===== config.mk =====
export PLATFORM = sky130hd
export DESIGN_NAME = ata_dev_end_flat
export DESIGN_NICKNAME = d
export VERILOG_FILES = /design/src/inc/ata_cmd_pkg.sv /design/src/inc/ata_link_if.sv /design/src/rtl/xfer_counter.sv /design/src/rtl/ata_dev_end.sv /design/src/flat_wrapper.sv
export SDC_FILE = /design/constraint.sdc
export NUM_CORES = 1
export LEC_CHECK = 0
export BUFFER_PORTS_ARGS = -buffer_cell sky130_fd_sc_hd__buf_4
export CORE_AREA = 10 10 152 154
export CTS_BUF_LIST = sky130_fd_sc_hd__clkbuf_2 sky130_fd_sc_hd__clkbuf_4 sky130_fd_sc_hd__clkbuf_8
export CTS_CLUSTER_SIZE = 40
export DETAILED_ROUTE_END_ITERATION = 10
export DIE_AREA = 0 0 162 164
export GPL_ROUTABILITY_DRIVEN = 0
export PLACE_DENSITY = 0.7
export SLEW_MARGIN = 0
export SYNTH_ARGS = -nofsm -noshare
export SYNTH_HDL_FRONTEND = slang
export SYNTH_SLANG_ARGS = --single-unit

===== constraint.sdc =====
create_clock -name CORE_CLK_I -period 6.2 [get_ports CORE_CLK_I]
set_input_delay 0 -clock CORE_CLK_I [delete_from_list [all_inputs] [get_ports CORE_CLK_I]]
set_output_delay 0 -clock CORE_CLK_I [all_outputs]
set_load 0.1 [all_outputs]

===== src/inc/ata_cmd_pkg.sv =====
package ata_cmd_pkg;
	// Command opcodes and download subcommands
	localparam logic [7:0] OP_DL_DMA  = 8'h93;
	localparam logic [7:0] OP_DIAG    = 8'h90;
	localparam logic [7:0] OP_FLUSH   = 8'he7;
	localparam logic [7:0] SUB_OFFSET = 8'h03;
	localparam logic [7:0] SUB_WHOLE  = 8'h07;
	// Completion flag bit positions
	localparam int ST_BSY = 7;
	localparam int ST_RDY = 6;
	localparam int ST_DSC = 4;
	localparam int ST_DRQ = 3;
	localparam int ST_ERR = 0;
	// Error flag bit positions
	localparam int ER_UNC = 6;
	localparam int ER_ABT = 2;
	// Flag values after reset and at rest
	localparam logic [7:0] STATUS_IDLE = 8'h50;
	localparam logic [7:0] ERROR_NONE  = 8'h00;
	// One 512-byte sector is 128 dwords
	localparam int SECT_SHIFT = 7;
	localparam int WADDR_W    = 23;
	// Bit of image dword 0 that asks for a reload
	localparam int RELOAD_BIT = 0;
	// Host register map, byte addresses
	localparam int ADDR_W = 5;
	localparam logic [ADDR_W-1:0] A_CMD    = 5'h00;
	localparam logic [ADDR_W-1:0] A_PARAM  = 5'h04;
	localparam logic [ADDR_W-1:0] A_DATA   = 5'h08;
	localparam logic [ADDR_W-1:0] A_STATUS = 5'h0c;
	localparam logic [ADDR_W-1:0] A_CTRL   = 5'h10;
	localparam int CTRL_SRST_BIT = 0;
	localparam int STAT_DONE_BIT = 16;
	localparam logic [1:0] RESP_OKAY   = 2'b00;
	localparam logic [1:0] RESP_SLVERR = 2'b10;
	// Device sequencer states, Gray along idle-xfer-save
	typedef enum logic [2:0] {
		DS_IDLE  = 3'b000,
		DS_XFER  = 3'b001,
		DS_SAVE  = 3'b011,
		DS_DIAG  = 3'b010,
		DS_FLUSH = 3'b100
	} dev_state_e;
endpackage


===== src/inc/ata_link_if.sv =====
`timescale 1ns/100ps
interface ata_link_if;
	// Command block, host to device
	logic       cmd_valid;
	logic [7:0] cmd_opcode;
	logic [7:0] cmd_feature;
	logic [7:0] cmd_sec_cnt;
	logic [7:0] cmd_sec_num;
	logic [7:0] cmd_cyl_lo;
	logic [7:0] cmd_cyl_hi;
	logic       soft_reset;
	// DMA data phase
	logic        dma_valid;
	logic [31:0] dma_data;
	logic        dma_ready;
	// Device answers
	logic [7:0] status;
	logic [7:0] error;
	logic       cmd_done;

	modport dev (
		input  cmd_valid, cmd_opcode, cmd_feature, cmd_sec_cnt, cmd_sec_num,
		input  cmd_cyl_lo, cmd_cyl_hi, soft_reset, dma_valid, dma_data,
		output dma_ready, status, error, cmd_done
	);
	modport host (
		output cmd_valid, cmd_opcode, cmd_feature, cmd_sec_cnt, cmd_sec_num,
		output cmd_cyl_lo, cmd_cyl_hi, soft_reset, dma_valid, dma_data,
		input  dma_ready, status, error, cmd_done
	);
endinterface


===== src/rtl/xfer_counter.sv =====
`timescale 1ns/100ps
module xfer_counter (
	// Clock and reset
	input  wire logic                           clk_i,
	input  wire logic                           srst_i,
	// Control
	input  wire logic                           load_i,
	input  wire logic [15:0]                    sectors_i,
	input  wire logic                           beat_i,
	// State
	output logic                                last_o,
	output logic [ata_cmd_pkg::WADDR_W-1:0]     index_o
);
	import ata_cmd_pkg::*;

	logic [WADDR_W-1:0] remain_reg;   // Dwords still to come
	logic [WADDR_W-1:0] index_reg;    // Dwords already taken

	// Whole sectors only, so length is sectors times 128 dwords
	always_ff @(posedge clk_i) begin
		if (srst_i) begin
			remain_reg <= '0;
			index_reg  <= '0;
		end else if (load_i) begin
			remain_reg <= WADDR_W'({sectors_i, 7'h00});
			index_reg  <= '0;
		end else if (beat_i && remain_reg != '0) begin
			remain_reg <= remain_reg - WADDR_W'(1);
			index_reg  <= index_reg + WADDR_W'(1);
		end
	end

	assign last_o  = (remain_reg == WADDR_W'(1));
	assign index_o = index_reg;
endmodule // xfer_counter


===== src/rtl/ata_dev_end.sv =====
`timescale 1ns/100ps
module ata_dev_end (
	// Clock and reset
	input  wire logic                           CORE_CLK_I,
	input  wire logic                           SRST_I,
	// Link to host controller
	ata_link_if.dev                             LINK,
	// Drive state
	input  wire logic                           SECURITY_LOCKED_I,
	input  wire logic                           SPINUP_DISABLED_I,
	input  wire logic [15:0]                    IMAGE_SECTORS_I,
	// Image store
	output logic                                IMG_VALID_O,
	output logic [ata_cmd_pkg::WADDR_W-1:0]     IMG_ADDR_O,
	output logic [31:0]                         IMG_DATA_O,
	output logic                                SAVE_REQ_O,
	input  wire logic                           SAVE_DONE_I,
	input  wire logic                           RELOAD_FAIL_I,
	output logic                                ACTIVATE_O,
	output logic                                SPIN_DOWN_O,
	output logic                                DISCARD_O,
	// Diagnostics and cache
	output logic                                DIAG_REQ_O,
	input  wire logic                           DIAG_DONE_I,
	input  wire logic [7:0]                     DIAG_CODE_I,
	output logic                                FLUSH_REQ_O,
	input  wire logic                           FLUSH_DONE_I
);
	import ata_cmd_pkg::*;

	dev_state_e         state_reg;      // Sequencer state
	dev_state_e         state_next;     // Its next value
	logic [7:0]         status_reg;     // Completion flags seen by host
	logic [7:0]         error_reg;      // Error flags or diagnostic code
	logic               done_reg;       // One-cycle completion pulse
	logic               ready_reg;      // DMA ready
	logic [15:0]        expect_reg;     // Next offset expected, in sectors
	logic               partial_reg;    // Segments held, image incomplete
	logic               final_reg;      // Current segment ends the image
	logic               reload_reg;     // Image asks for reload
	logic [WADDR_W-1:0] base_reg;       // Dword address of segment start
	logic [15:0]        next_off_reg;   // Offset after current segment
	logic               img_valid_reg;
	logic [WADDR_W-1:0] img_addr_reg;
	logic [31:0]        img_data_reg;
	logic               activate_reg;
	logic               spin_down_reg;
	logic               discard_reg;

	logic [15:0]        sectors;        // Requested length
	logic [15:0]        offset;         // Requested image offset
	logic [16:0]        seg_end;        // Offset plus length
	logic               beat;           // DMA dword taken
	logic               cnt_last;
	logic [WADDR_W-1:0] cnt_index;
	logic               start_xfer;
	logic               fin;            // Command ends this cycle
	logic               fin_err;        // Ends with ERR set
	logic [7:0]         err_next;       // Error value it ends with
	logic               drop;           // Discard held segments
	logic               seg_done;       // Non-final segment stored

	assign sectors = {LINK.cmd_sec_num, LINK.cmd_sec_cnt};
	assign offset  = {LINK.cmd_cyl_hi, LINK.cmd_cyl_lo};
	assign seg_end = {1'b0, offset} + {1'b0, sectors};
	assign beat    = LINK.dma_valid && ready_reg;

	// Word counter for the data phase
	xfer_counter u_cnt (
		.clk_i     (CORE_CLK_I),
		.srst_i    (SRST_I),
		.load_i    (start_xfer),
		.sectors_i (sectors),
		.beat_i    (beat),
		.last_o    (cnt_last),
		.index_o   (cnt_index)
	);

	// Command decode and sequencing
	always_comb begin
		state_next = state_reg;
		start_xfer = 1'b0;
		fin        = 1'b0;
		fin_err    = 1'b0;
		err_next   = ERROR_NONE;
		drop       = 1'b0;
		seg_done   = 1'b0;
		unique case (state_reg)
			DS_IDLE: begin
				if (LINK.cmd_valid) begin
					if (LINK.cmd_opcode == OP_DL_DMA) begin
						if ((LINK.cmd_feature != SUB_OFFSET && LINK.cmd_feature != SUB_WHOLE)
								|| SECURITY_LOCKED_I) begin
							fin              = 1'b1;
							fin_err          = 1'b1;
							err_next[ER_ABT] = 1'b1;
						end else if (LINK.cmd_feature == SUB_OFFSET && offset != expect_reg) begin
							// Out of sequence: abort and forget what came before
							fin              = 1'b1;
							fin_err          = 1'b1;
							err_next[ER_ABT] = 1'b1;
							drop             = 1'b1;
						end else if (sectors == 16'h0000) begin
							fin = 1'b1;
						end else begin
							start_xfer = 1'b1;
							state_next = DS_XFER;
						end
					end else if (LINK.cmd_opcode == OP_DIAG) begin
						drop       = 1'b1;
						state_next = DS_DIAG;
					end else if (LINK.cmd_opcode == OP_FLUSH) begin
						drop       = 1'b1;
						state_next = DS_FLUSH;
					end else begin
						// Not handled here: abort, still drops the partial image
						drop             = 1'b1;
						fin              = 1'b1;
						fin_err          = 1'b1;
						err_next[ER_ABT] = 1'b1;
					end
				end
			end
			DS_XFER: begin
				if (beat && cnt_last) begin
					if (final_reg) begin
						state_next = DS_SAVE;
					end else begin
						seg_done   = 1'b1;
						fin        = 1'b1;
						state_next = DS_IDLE;
					end
				end
			end
			DS_SAVE: begin
				// Store side verifies and saves, then reports reload result
				if (SAVE_DONE_I) begin
					fin              = 1'b1;
					fin_err          = reload_reg && RELOAD_FAIL_I;
					err_next[ER_UNC] = reload_reg && RELOAD_FAIL_I;
					drop             = 1'b1;
					state_next       = DS_IDLE;
				end
			end
			DS_DIAG: begin
				if (DIAG_DONE_I) begin
					fin        = 1'b1;
					err_next   = DIAG_CODE_I;
					state_next = DS_IDLE;
				end
			end
			DS_FLUSH: begin
				// Good status only once write-back is complete
				if (FLUSH_DONE_I) begin
					fin        = 1'b1;
					state_next = DS_IDLE;
				end
			end
			default: state_next = DS_IDLE;
		endcase
	end

	// Sequencer state; soft reset abandons any command
	always_ff @(posedge CORE_CLK_I) begin
		if (SRST_I || LINK.soft_reset) begin
			state_reg <= DS_IDLE;
		end else begin
			state_reg <= state_next;
		end
	end

	// Completion and error flags, busy while a command runs
	always_ff @(posedge CORE_CLK_I) begin
		if (SRST_I || LINK.soft_reset) begin
			status_reg <= STATUS_IDLE;
			error_reg  <= ERROR_NONE;
			done_reg   <= 1'b0;
		end else if (fin) begin
			status_reg         <= STATUS_IDLE;
			status_reg[ST_ERR] <= fin_err;
			error_reg          <= err_next;
			done_reg           <= 1'b1;
		end else begin
			done_reg <= 1'b0;
			if (state_next != DS_IDLE) begin
				// BSY through data phase, verify and save, diagnostic and flush
				status_reg         <= 8'h00;
				status_reg[ST_BSY] <= 1'b1;
				status_reg[ST_DRQ] <= (state_next == DS_XFER);
			end
		end
	end

	// DMA ready follows the next state so the last dword closes it
	always_ff @(posedge CORE_CLK_I) begin
		if (SRST_I || LINK.soft_reset) begin
			ready_reg <= 1'b0;
		end else begin
			ready_reg <= (state_next == DS_XFER);
		end
	end

	// Segment bookkeeping
	always_ff @(posedge CORE_CLK_I) begin
		if (SRST_I || LINK.soft_reset || drop) begin
			// Held segments are thrown away; next download must start at 0
			expect_reg  <= 16'h0000;
			partial_reg <= 1'b0;
		end else if (seg_done) begin
			expect_reg  <= next_off_reg;
			partial_reg <= 1'b1;
		end
		if (SRST_I) begin
			final_reg    <= 1'b0;
			base_reg     <= '0;
			next_off_reg <= 16'h0000;
		end else if (start_xfer) begin
			if (LINK.cmd_feature == SUB_WHOLE) begin
				final_reg <= 1'b1;
				base_reg  <= '0;
			end else begin
				// Segment that reaches the image size is the last one
				final_reg <= (seg_end >= {1'b0, IMAGE_SECTORS_I});
				base_reg  <= WADDR_W'({offset, 7'h00});
			end
			next_off_reg <= seg_end[15:0];
		end
	end

	// Reload request travels in dword 0 of the image
	always_ff @(posedge CORE_CLK_I) begin
		if (SRST_I || LINK.soft_reset || drop) begin
			reload_reg <= 1'b0;
		end else if (beat && (base_reg + cnt_index) == '0) begin
			reload_reg <= LINK.dma_data[RELOAD_BIT];
		end
	end

	// Image store write port
	always_ff @(posedge CORE_CLK_I) begin
		if (SRST_I) begin
			img_valid_reg <= 1'b0;
			img_addr_reg  <= '0;
			img_data_reg  <= 32'h0000_0000;
		end else begin
			img_valid_reg <= beat;
			if (beat) begin
				img_addr_reg <= base_reg + cnt_index;
				img_data_reg <= LINK.dma_data;
			end
		end
	end

	// Side effects: activate, spin down, discard
	always_ff @(posedge CORE_CLK_I) begin
		if (SRST_I) begin
			activate_reg  <= 1'b0;
			spin_down_reg <= 1'b0;
			discard_reg   <= 1'b0;
		end else begin
			// Reload right after the saved image is complete
			activate_reg  <= (state_reg == DS_SAVE) && SAVE_DONE_I && reload_reg;
			spin_down_reg <= (state_reg == DS_SAVE) && SAVE_DONE_I && reload_reg
				&& !RELOAD_FAIL_I && SPINUP_DISABLED_I;
			// Tell the store its partial contents are dead
			discard_reg   <= (partial_reg || state_reg == DS_XFER)
				&& (drop || LINK.soft_reset) && state_reg != DS_SAVE;
		end
	end

	// Diagnostic, flush and save requests, held until answered
	always_ff @(posedge CORE_CLK_I) begin
		if (SRST_I || LINK.soft_reset) begin
			DIAG_REQ_O  <= 1'b0;
			FLUSH_REQ_O <= 1'b0;
			SAVE_REQ_O  <= 1'b0;
		end else begin
			DIAG_REQ_O  <= (state_next == DS_DIAG);
			FLUSH_REQ_O <= (state_next == DS_FLUSH);
			SAVE_REQ_O  <= (state_next == DS_SAVE);
		end
	end

	assign LINK.status    = status_reg;
	assign LINK.error     = error_reg;
	assign LINK.cmd_done  = done_reg;
	assign LINK.dma_ready = ready_reg;
	assign IMG_VALID_O    = img_valid_reg;
	assign IMG_ADDR_O     = img_addr_reg;
	assign IMG_DATA_O     = img_data_reg;
	assign ACTIVATE_O     = activate_reg;
	assign SPIN_DOWN_O    = spin_down_reg;
	assign DISCARD_O      = discard_reg;
endmodule // ata_dev_end


===== src/flat_wrapper.sv =====
// flat-port wrapper written by rule: the top's interface ports become plain ports
module ata_dev_end_flat import ata_cmd_pkg::*;
  (CORE_CLK_I, SRST_I, SECURITY_LOCKED_I, SPINUP_DISABLED_I, IMAGE_SECTORS_I, IMG_VALID_O, IMG_ADDR_O, IMG_DATA_O, SAVE_REQ_O, SAVE_DONE_I, RELOAD_FAIL_I, ACTIVATE_O, SPIN_DOWN_O, DISCARD_O, DIAG_REQ_O, DIAG_DONE_I, DIAG_CODE_I, FLUSH_REQ_O, FLUSH_DONE_I, LINK_cmd_valid, LINK_cmd_opcode, LINK_cmd_feature, LINK_cmd_sec_cnt, LINK_cmd_sec_num, LINK_cmd_cyl_lo, LINK_cmd_cyl_hi, LINK_soft_reset, LINK_dma_valid, LINK_dma_data, LINK_dma_ready, LINK_status, LINK_error, LINK_cmd_done);
  ata_link_if LINK_i ();
  input  wire logic CORE_CLK_I;
  input  wire logic SRST_I;
  input  wire logic SECURITY_LOCKED_I;
  input  wire logic SPINUP_DISABLED_I;
  input  wire logic [15:0] IMAGE_SECTORS_I;
  output logic IMG_VALID_O;
  output logic [ata_cmd_pkg::WADDR_W-1:0] IMG_ADDR_O;
  output logic [31:0] IMG_DATA_O;
  output logic SAVE_REQ_O;
  input  wire logic SAVE_DONE_I;
  input  wire logic RELOAD_FAIL_I;
  output logic ACTIVATE_O;
  output logic SPIN_DOWN_O;
  output logic DISCARD_O;
  output logic DIAG_REQ_O;
  input  wire logic DIAG_DONE_I;
  input  wire logic [7:0] DIAG_CODE_I;
  output logic FLUSH_REQ_O;
  input  wire logic FLUSH_DONE_I;
  input wire logic [$bits(LINK_i.cmd_valid)-1:0] LINK_cmd_valid;
  input wire logic [$bits(LINK_i.cmd_opcode)-1:0] LINK_cmd_opcode;
  input wire logic [$bits(LINK_i.cmd_feature)-1:0] LINK_cmd_feature;
  input wire logic [$bits(LINK_i.cmd_sec_cnt)-1:0] LINK_cmd_sec_cnt;
  input wire logic [$bits(LINK_i.cmd_sec_num)-1:0] LINK_cmd_sec_num;
  input wire logic [$bits(LINK_i.cmd_cyl_lo)-1:0] LINK_cmd_cyl_lo;
  input wire logic [$bits(LINK_i.cmd_cyl_hi)-1:0] LINK_cmd_cyl_hi;
  input wire logic [$bits(LINK_i.soft_reset)-1:0] LINK_soft_reset;
  input wire logic [$bits(LINK_i.dma_valid)-1:0] LINK_dma_valid;
  input wire logic [$bits(LINK_i.dma_data)-1:0] LINK_dma_data;
  output wire logic [$bits(LINK_i.dma_ready)-1:0] LINK_dma_ready;
  output wire logic [$bits(LINK_i.status)-1:0] LINK_status;
  output wire logic [$bits(LINK_i.error)-1:0] LINK_error;
  output wire logic [$bits(LINK_i.cmd_done)-1:0] LINK_cmd_done;
  assign LINK_i.cmd_valid = LINK_cmd_valid;
  assign LINK_i.cmd_opcode = LINK_cmd_opcode;
  assign LINK_i.cmd_feature = LINK_cmd_feature;
  assign LINK_i.cmd_sec_cnt = LINK_cmd_sec_cnt;
  assign LINK_i.cmd_sec_num = LINK_cmd_sec_num;
  assign LINK_i.cmd_cyl_lo = LINK_cmd_cyl_lo;
  assign LINK_i.cmd_cyl_hi = LINK_cmd_cyl_hi;
  assign LINK_i.soft_reset = LINK_soft_reset;
  assign LINK_i.dma_valid = LINK_dma_valid;
  assign LINK_i.dma_data = LINK_dma_data;
  assign LINK_dma_ready = LINK_i.dma_ready;
  assign LINK_status = LINK_i.status;
  assign LINK_error = LINK_i.error;
  assign LINK_cmd_done = LINK_i.cmd_done;
  ata_dev_end u_core (.CORE_CLK_I(CORE_CLK_I), .SRST_I(SRST_I), .LINK(LINK_i), .SECURITY_LOCKED_I(SECURITY_LOCKED_I), .SPINUP_DISABLED_I(SPINUP_DISABLED_I), .IMAGE_SECTORS_I(IMAGE_SECTORS_I), .IMG_VALID_O(IMG_VALID_O), .IMG_ADDR_O(IMG_ADDR_O), .IMG_DATA_O(IMG_DATA_O), .SAVE_REQ_O(SAVE_REQ_O), .SAVE_DONE_I(SAVE_DONE_I), .RELOAD_FAIL_I(RELOAD_FAIL_I), .ACTIVATE_O(ACTIVATE_O), .SPIN_DOWN_O(SPIN_DOWN_O), .DISCARD_O(DISCARD_O), .DIAG_REQ_O(DIAG_REQ_O), .DIAG_DONE_I(DIAG_DONE_I), .DIAG_CODE_I(DIAG_CODE_I), .FLUSH_REQ_O(FLUSH_REQ_O), .FLUSH_DONE_I(FLUSH_DONE_I));
endmodule

==> impl_metrics.env <==
export IMPL_status="finished clean"
export IMPL_crit_type="in2reg"
export IMPL_wl_met1_microns=11700
export IMPL_vias=8433
export IMPL_ys_async_sr_fraction=0
export IMPL_setup_violations=0
export IMPL_synth_flop_cell="dfxtp_1"
export IMPL_syn_to_final_growth_pct=32.8
export IMPL_finalClockSkew_ns=0.0211
export IMPL_antenna_found_initial=2
export IMPL_final_hold_viol_count=0
export IMPL_dr_wl_met3_microns=2050
export IMPL_clkSinkCount=176
export IMPL_fin_crit_sh=0.605
export IMPL_grt_use_total=0.197
export IMPL_die_area_sq_um=26600
export IMPL_postCtsResizedCells=0
export IMPL_post_cts_buffers=0
export IMPL_post_drt_via_cell_ratio=5.23
export IMPL_nets=1495
export IMPL_wl_per_cell_microns=16.4
export IMPL_p_leak_nw=4.85
export IMPL_fp_dieW_microns=162
export IMPL_combPwrFrac=0.132
export IMPL_worst_slew_pin_slew_ns=1.09
export IMPL_clk_path_buf_depth=2
export IMPL_grt_max_degree=80
export IMPL_p_clk_frac=0.374
export IMPL_max_freq_mhz=266
export IMPL_core_sq_um=20000
export IMPL_final_cell_mix="nand2_1, buf_4, dfxtp_1"
export IMPL_cts_root_buf="clkbuf_8"
export IMPL_syn_inst=1073
export IMPL_cts_tree="built"
export IMPL_met2_length_microns=12200
export IMPL_top_layer="met4"
export IMPL_rows=52
export IMPL_fin_area_sq_um=11700
export IMPL_min_period_ns=3.75
export IMPL_cp_arrival_ns=4.12
export IMPL_synth_cell_types=71
export IMPL_intPower_w=0.00163
export IMPL_synth_avg_cell_area_sq_um=8.23
export IMPL_antenna_left=0
export IMPL_yosys_warnings=0
export IMPL_io_pins=195
export IMPL_setup_tns_ns=0
export IMPL_drive_gt1_frac=0.190
export IMPL_clk_pin_slew_ns=0.11
export IMPL_hp_class="in2reg"
export IMPL_fin_hold_ws_ns=0.0531
export IMPL_final_common_cell="nand2_1"
export IMPL_nFillCells=1802
export IMPL_drtIter0Drc=486
export IMPL_dpl_instance_area_sq_um=10400
export IMPL_cp_max_fo=3
export IMPL_grt_first_pass_wirelength_microns=43000
export IMPL_overflow=0
export IMPL_dpl_cell_count=1494
export IMPL_insertion_delay_ns=0.48
export IMPL_ys_seq_area_frac=0.399
export IMPL_fin_cells=1613
export IMPL_cts_made_buffers=17
export IMPL_switchingPower_w=0.000657
export IMPL_synth_edf_count=0
export IMPL_numPortBuffers=191
export IMPL_syn_cell_area_sq_um=8830
export IMPL_initial_core_util=0.441
export IMPL_drv_cap=0
export IMPL_fin_util=0.586
export IMPL_slew_headroom=0.266
export IMPL_wirelength_microns=26400
export IMPL_swShare=0.287
export IMPL_powerDensity_nw_per_um2=195
export IMPL_start_kind="primary input"
export IMPL_cts_hold_buffers_added=84
export IMPL_seqPwrFrac=0.494
export IMPL_multi_input_area_sq_um=4940
export IMPL_worstPathRequired_ns=6.57
export IMPL_htree_levels=4
export IMPL_ff_latch_area_sq_um=3520
export IMPL_first_pass_iters=5
export IMPL_synth_seq_cells=176
export IMPL_rsz0062_at_grt="no"
export IMPL_end_kind="register"
export IMPL_slew_viol_final=0
export IMPL_grt_pass1_vias=8528
export IMPL_fp_dieH_microns=164
export IMPL_drc=0
export IMPL_place_hpwl_microns=19200
export IMPL_largest_reg_flops=32
export IMPL_vdd_ir_drop_max_mv=0.124
[logic make-up after synthesis]
family / Yosys count / share of synthesized area
fa+ha+maj: 53 / 0.0768
mux: 1 / 0.00113
buf+inv: 91 / 0.0433
other cells: 1 / 0.000424
xor+xnor: 82 / 0.0813
flops: 176 / 0.399
simple gates: 449 / 0.238
compound gates: 220 / 0.160
[power groups by stage]
stage / logic [W] / registers, W / clock network [W]
3_5_place_dp: 0.000253 / 0.00116 / 0
4_1_cts: 0.000296 / 0.00113 / 0.000877
3_3_place_gp: 0.000251 / 0.00116 / 0
2_1_floorplan: 0.000139 / 0.00116 / 0
5_1_grt: 0.000329 / 0.00113 / 0.000921
6_report: 0.000301 / 0.00113 / 0.000856
[routing by layer]
metal | track usage | vias to the layer above
met1 | 0.244 | 3919
met3 | 0.0616 | 39
met5 | 0 | -
met2 | 0.319 | 296
li1 | - | 4179
met4 | 0.0641 | 0
[worst paths after layout]
| path | from | to | cells after the start | slack [ns] |
|---|---|---|---|---|
| max | LINK_cmd_sec_cnt[0] | u_core.final_reg | 21 | 2.45 |
| min | LINK_cmd_opcode[1] | u_core.state_reg[2] | 5 | 0.05 |
| max reg2reg | u_core.expect_reg[10] | u_core.base_reg[8] | 9 | 2.93 |
| min reg2reg | u_core.IMG_DATA_O[26] | u_core.IMG_DATA_O[26] | 2 | 0.46 |
[cell type report]
cell class                      instances  area share
Inverter                               44      0.0141
Clock inverter                         15      0.0182
Tap cell                              270      0.0288
Timing Repair Buffer                  280       0.197
Antenna cell                            3    0.000640
Multi-Input combinational cell        808       0.421
Clock buffer                           17      0.0199
Sequential cell                       176       0.300
[cells in the mapped netlist, types with 3 or more instances]
cell type / instances / area share
and3_1: 9 / 0.0064
nand2_1: 201 / 0.085
nand3_1: 20 / 0.011
dfxtp_1: 176 / 0.40
o21a_1: 6 / 0.0051
a31oi_1: 4 / 0.0028
a21o_1: 6 / 0.0051
buf_4: 5 / 0.0042
buf_2: 3 / 0.0017
and4_1: 5 / 0.0050
xnor2_1: 54 / 0.054
nor4b_1: 4 / 0.0040
nor2b_1: 12 / 0.0085
or2_2: 6 / 0.0042
nor3_1: 17 / 0.0096
a21boi_0: 6 / 0.0051
nor4_1: 11 / 0.0078
and2_1: 8 / 0.0057
or3_1: 10 / 0.0071
a31o_2: 5 / 0.0050
a211oi_1: 23 / 0.020
clkbuf_1: 30 / 0.013
inv_1: 44 / 0.019
ha_1: 51 / 0.072
nor2_1: 105 / 0.045
buf_1: 7 / 0.0030
a22o_1: 21 / 0.021
xor2_1: 28 / 0.028
o21ai_0: 20 / 0.011
a21oi_1: 106 / 0.060
nor3b_1: 3 / 0.0025
nand2b_1: 6 / 0.0042
nand4_1: 16 / 0.011
[stage by stage]
| stage | total power, W | setup WS (ns) |
|---|---|---|
| 6_report | 0.00229 | 2.45 |
| 5_1_grt | 0.00238 | 2.03 |
| 4_1_cts | 0.00230 | 2.50 |
| 3_5_place_dp | 0.00141 | 2.56 |
| 3_3_place_gp | 0.00141 | 2.58 |
| 2_1_floorplan | 0.00130 | 2.97 |
[critical path, stage by stage]
cell           delay (ns)
dlygate4sd3_1        0.52
buf_4                0.14
ha_1                 0.16
inv_1                0.05
fa_1                 0.40
nor2b_1              0.12
o21ai_0              0.10
a21boi_0             0.23
o21ai_0              0.17
nor2b_1              0.19
o21ai_0              0.21
xor2_1               0.23
ha_1                 0.28
and4_1               0.16
and2_1               0.16
o21ai_0              0.07
a31oi_1              0.10
o31a_1               0.29
o21ai_0              0.13
a21boi_0             0.10
o31a_1               0.29
Note: power is estimated with default switching activity, not from simulation.
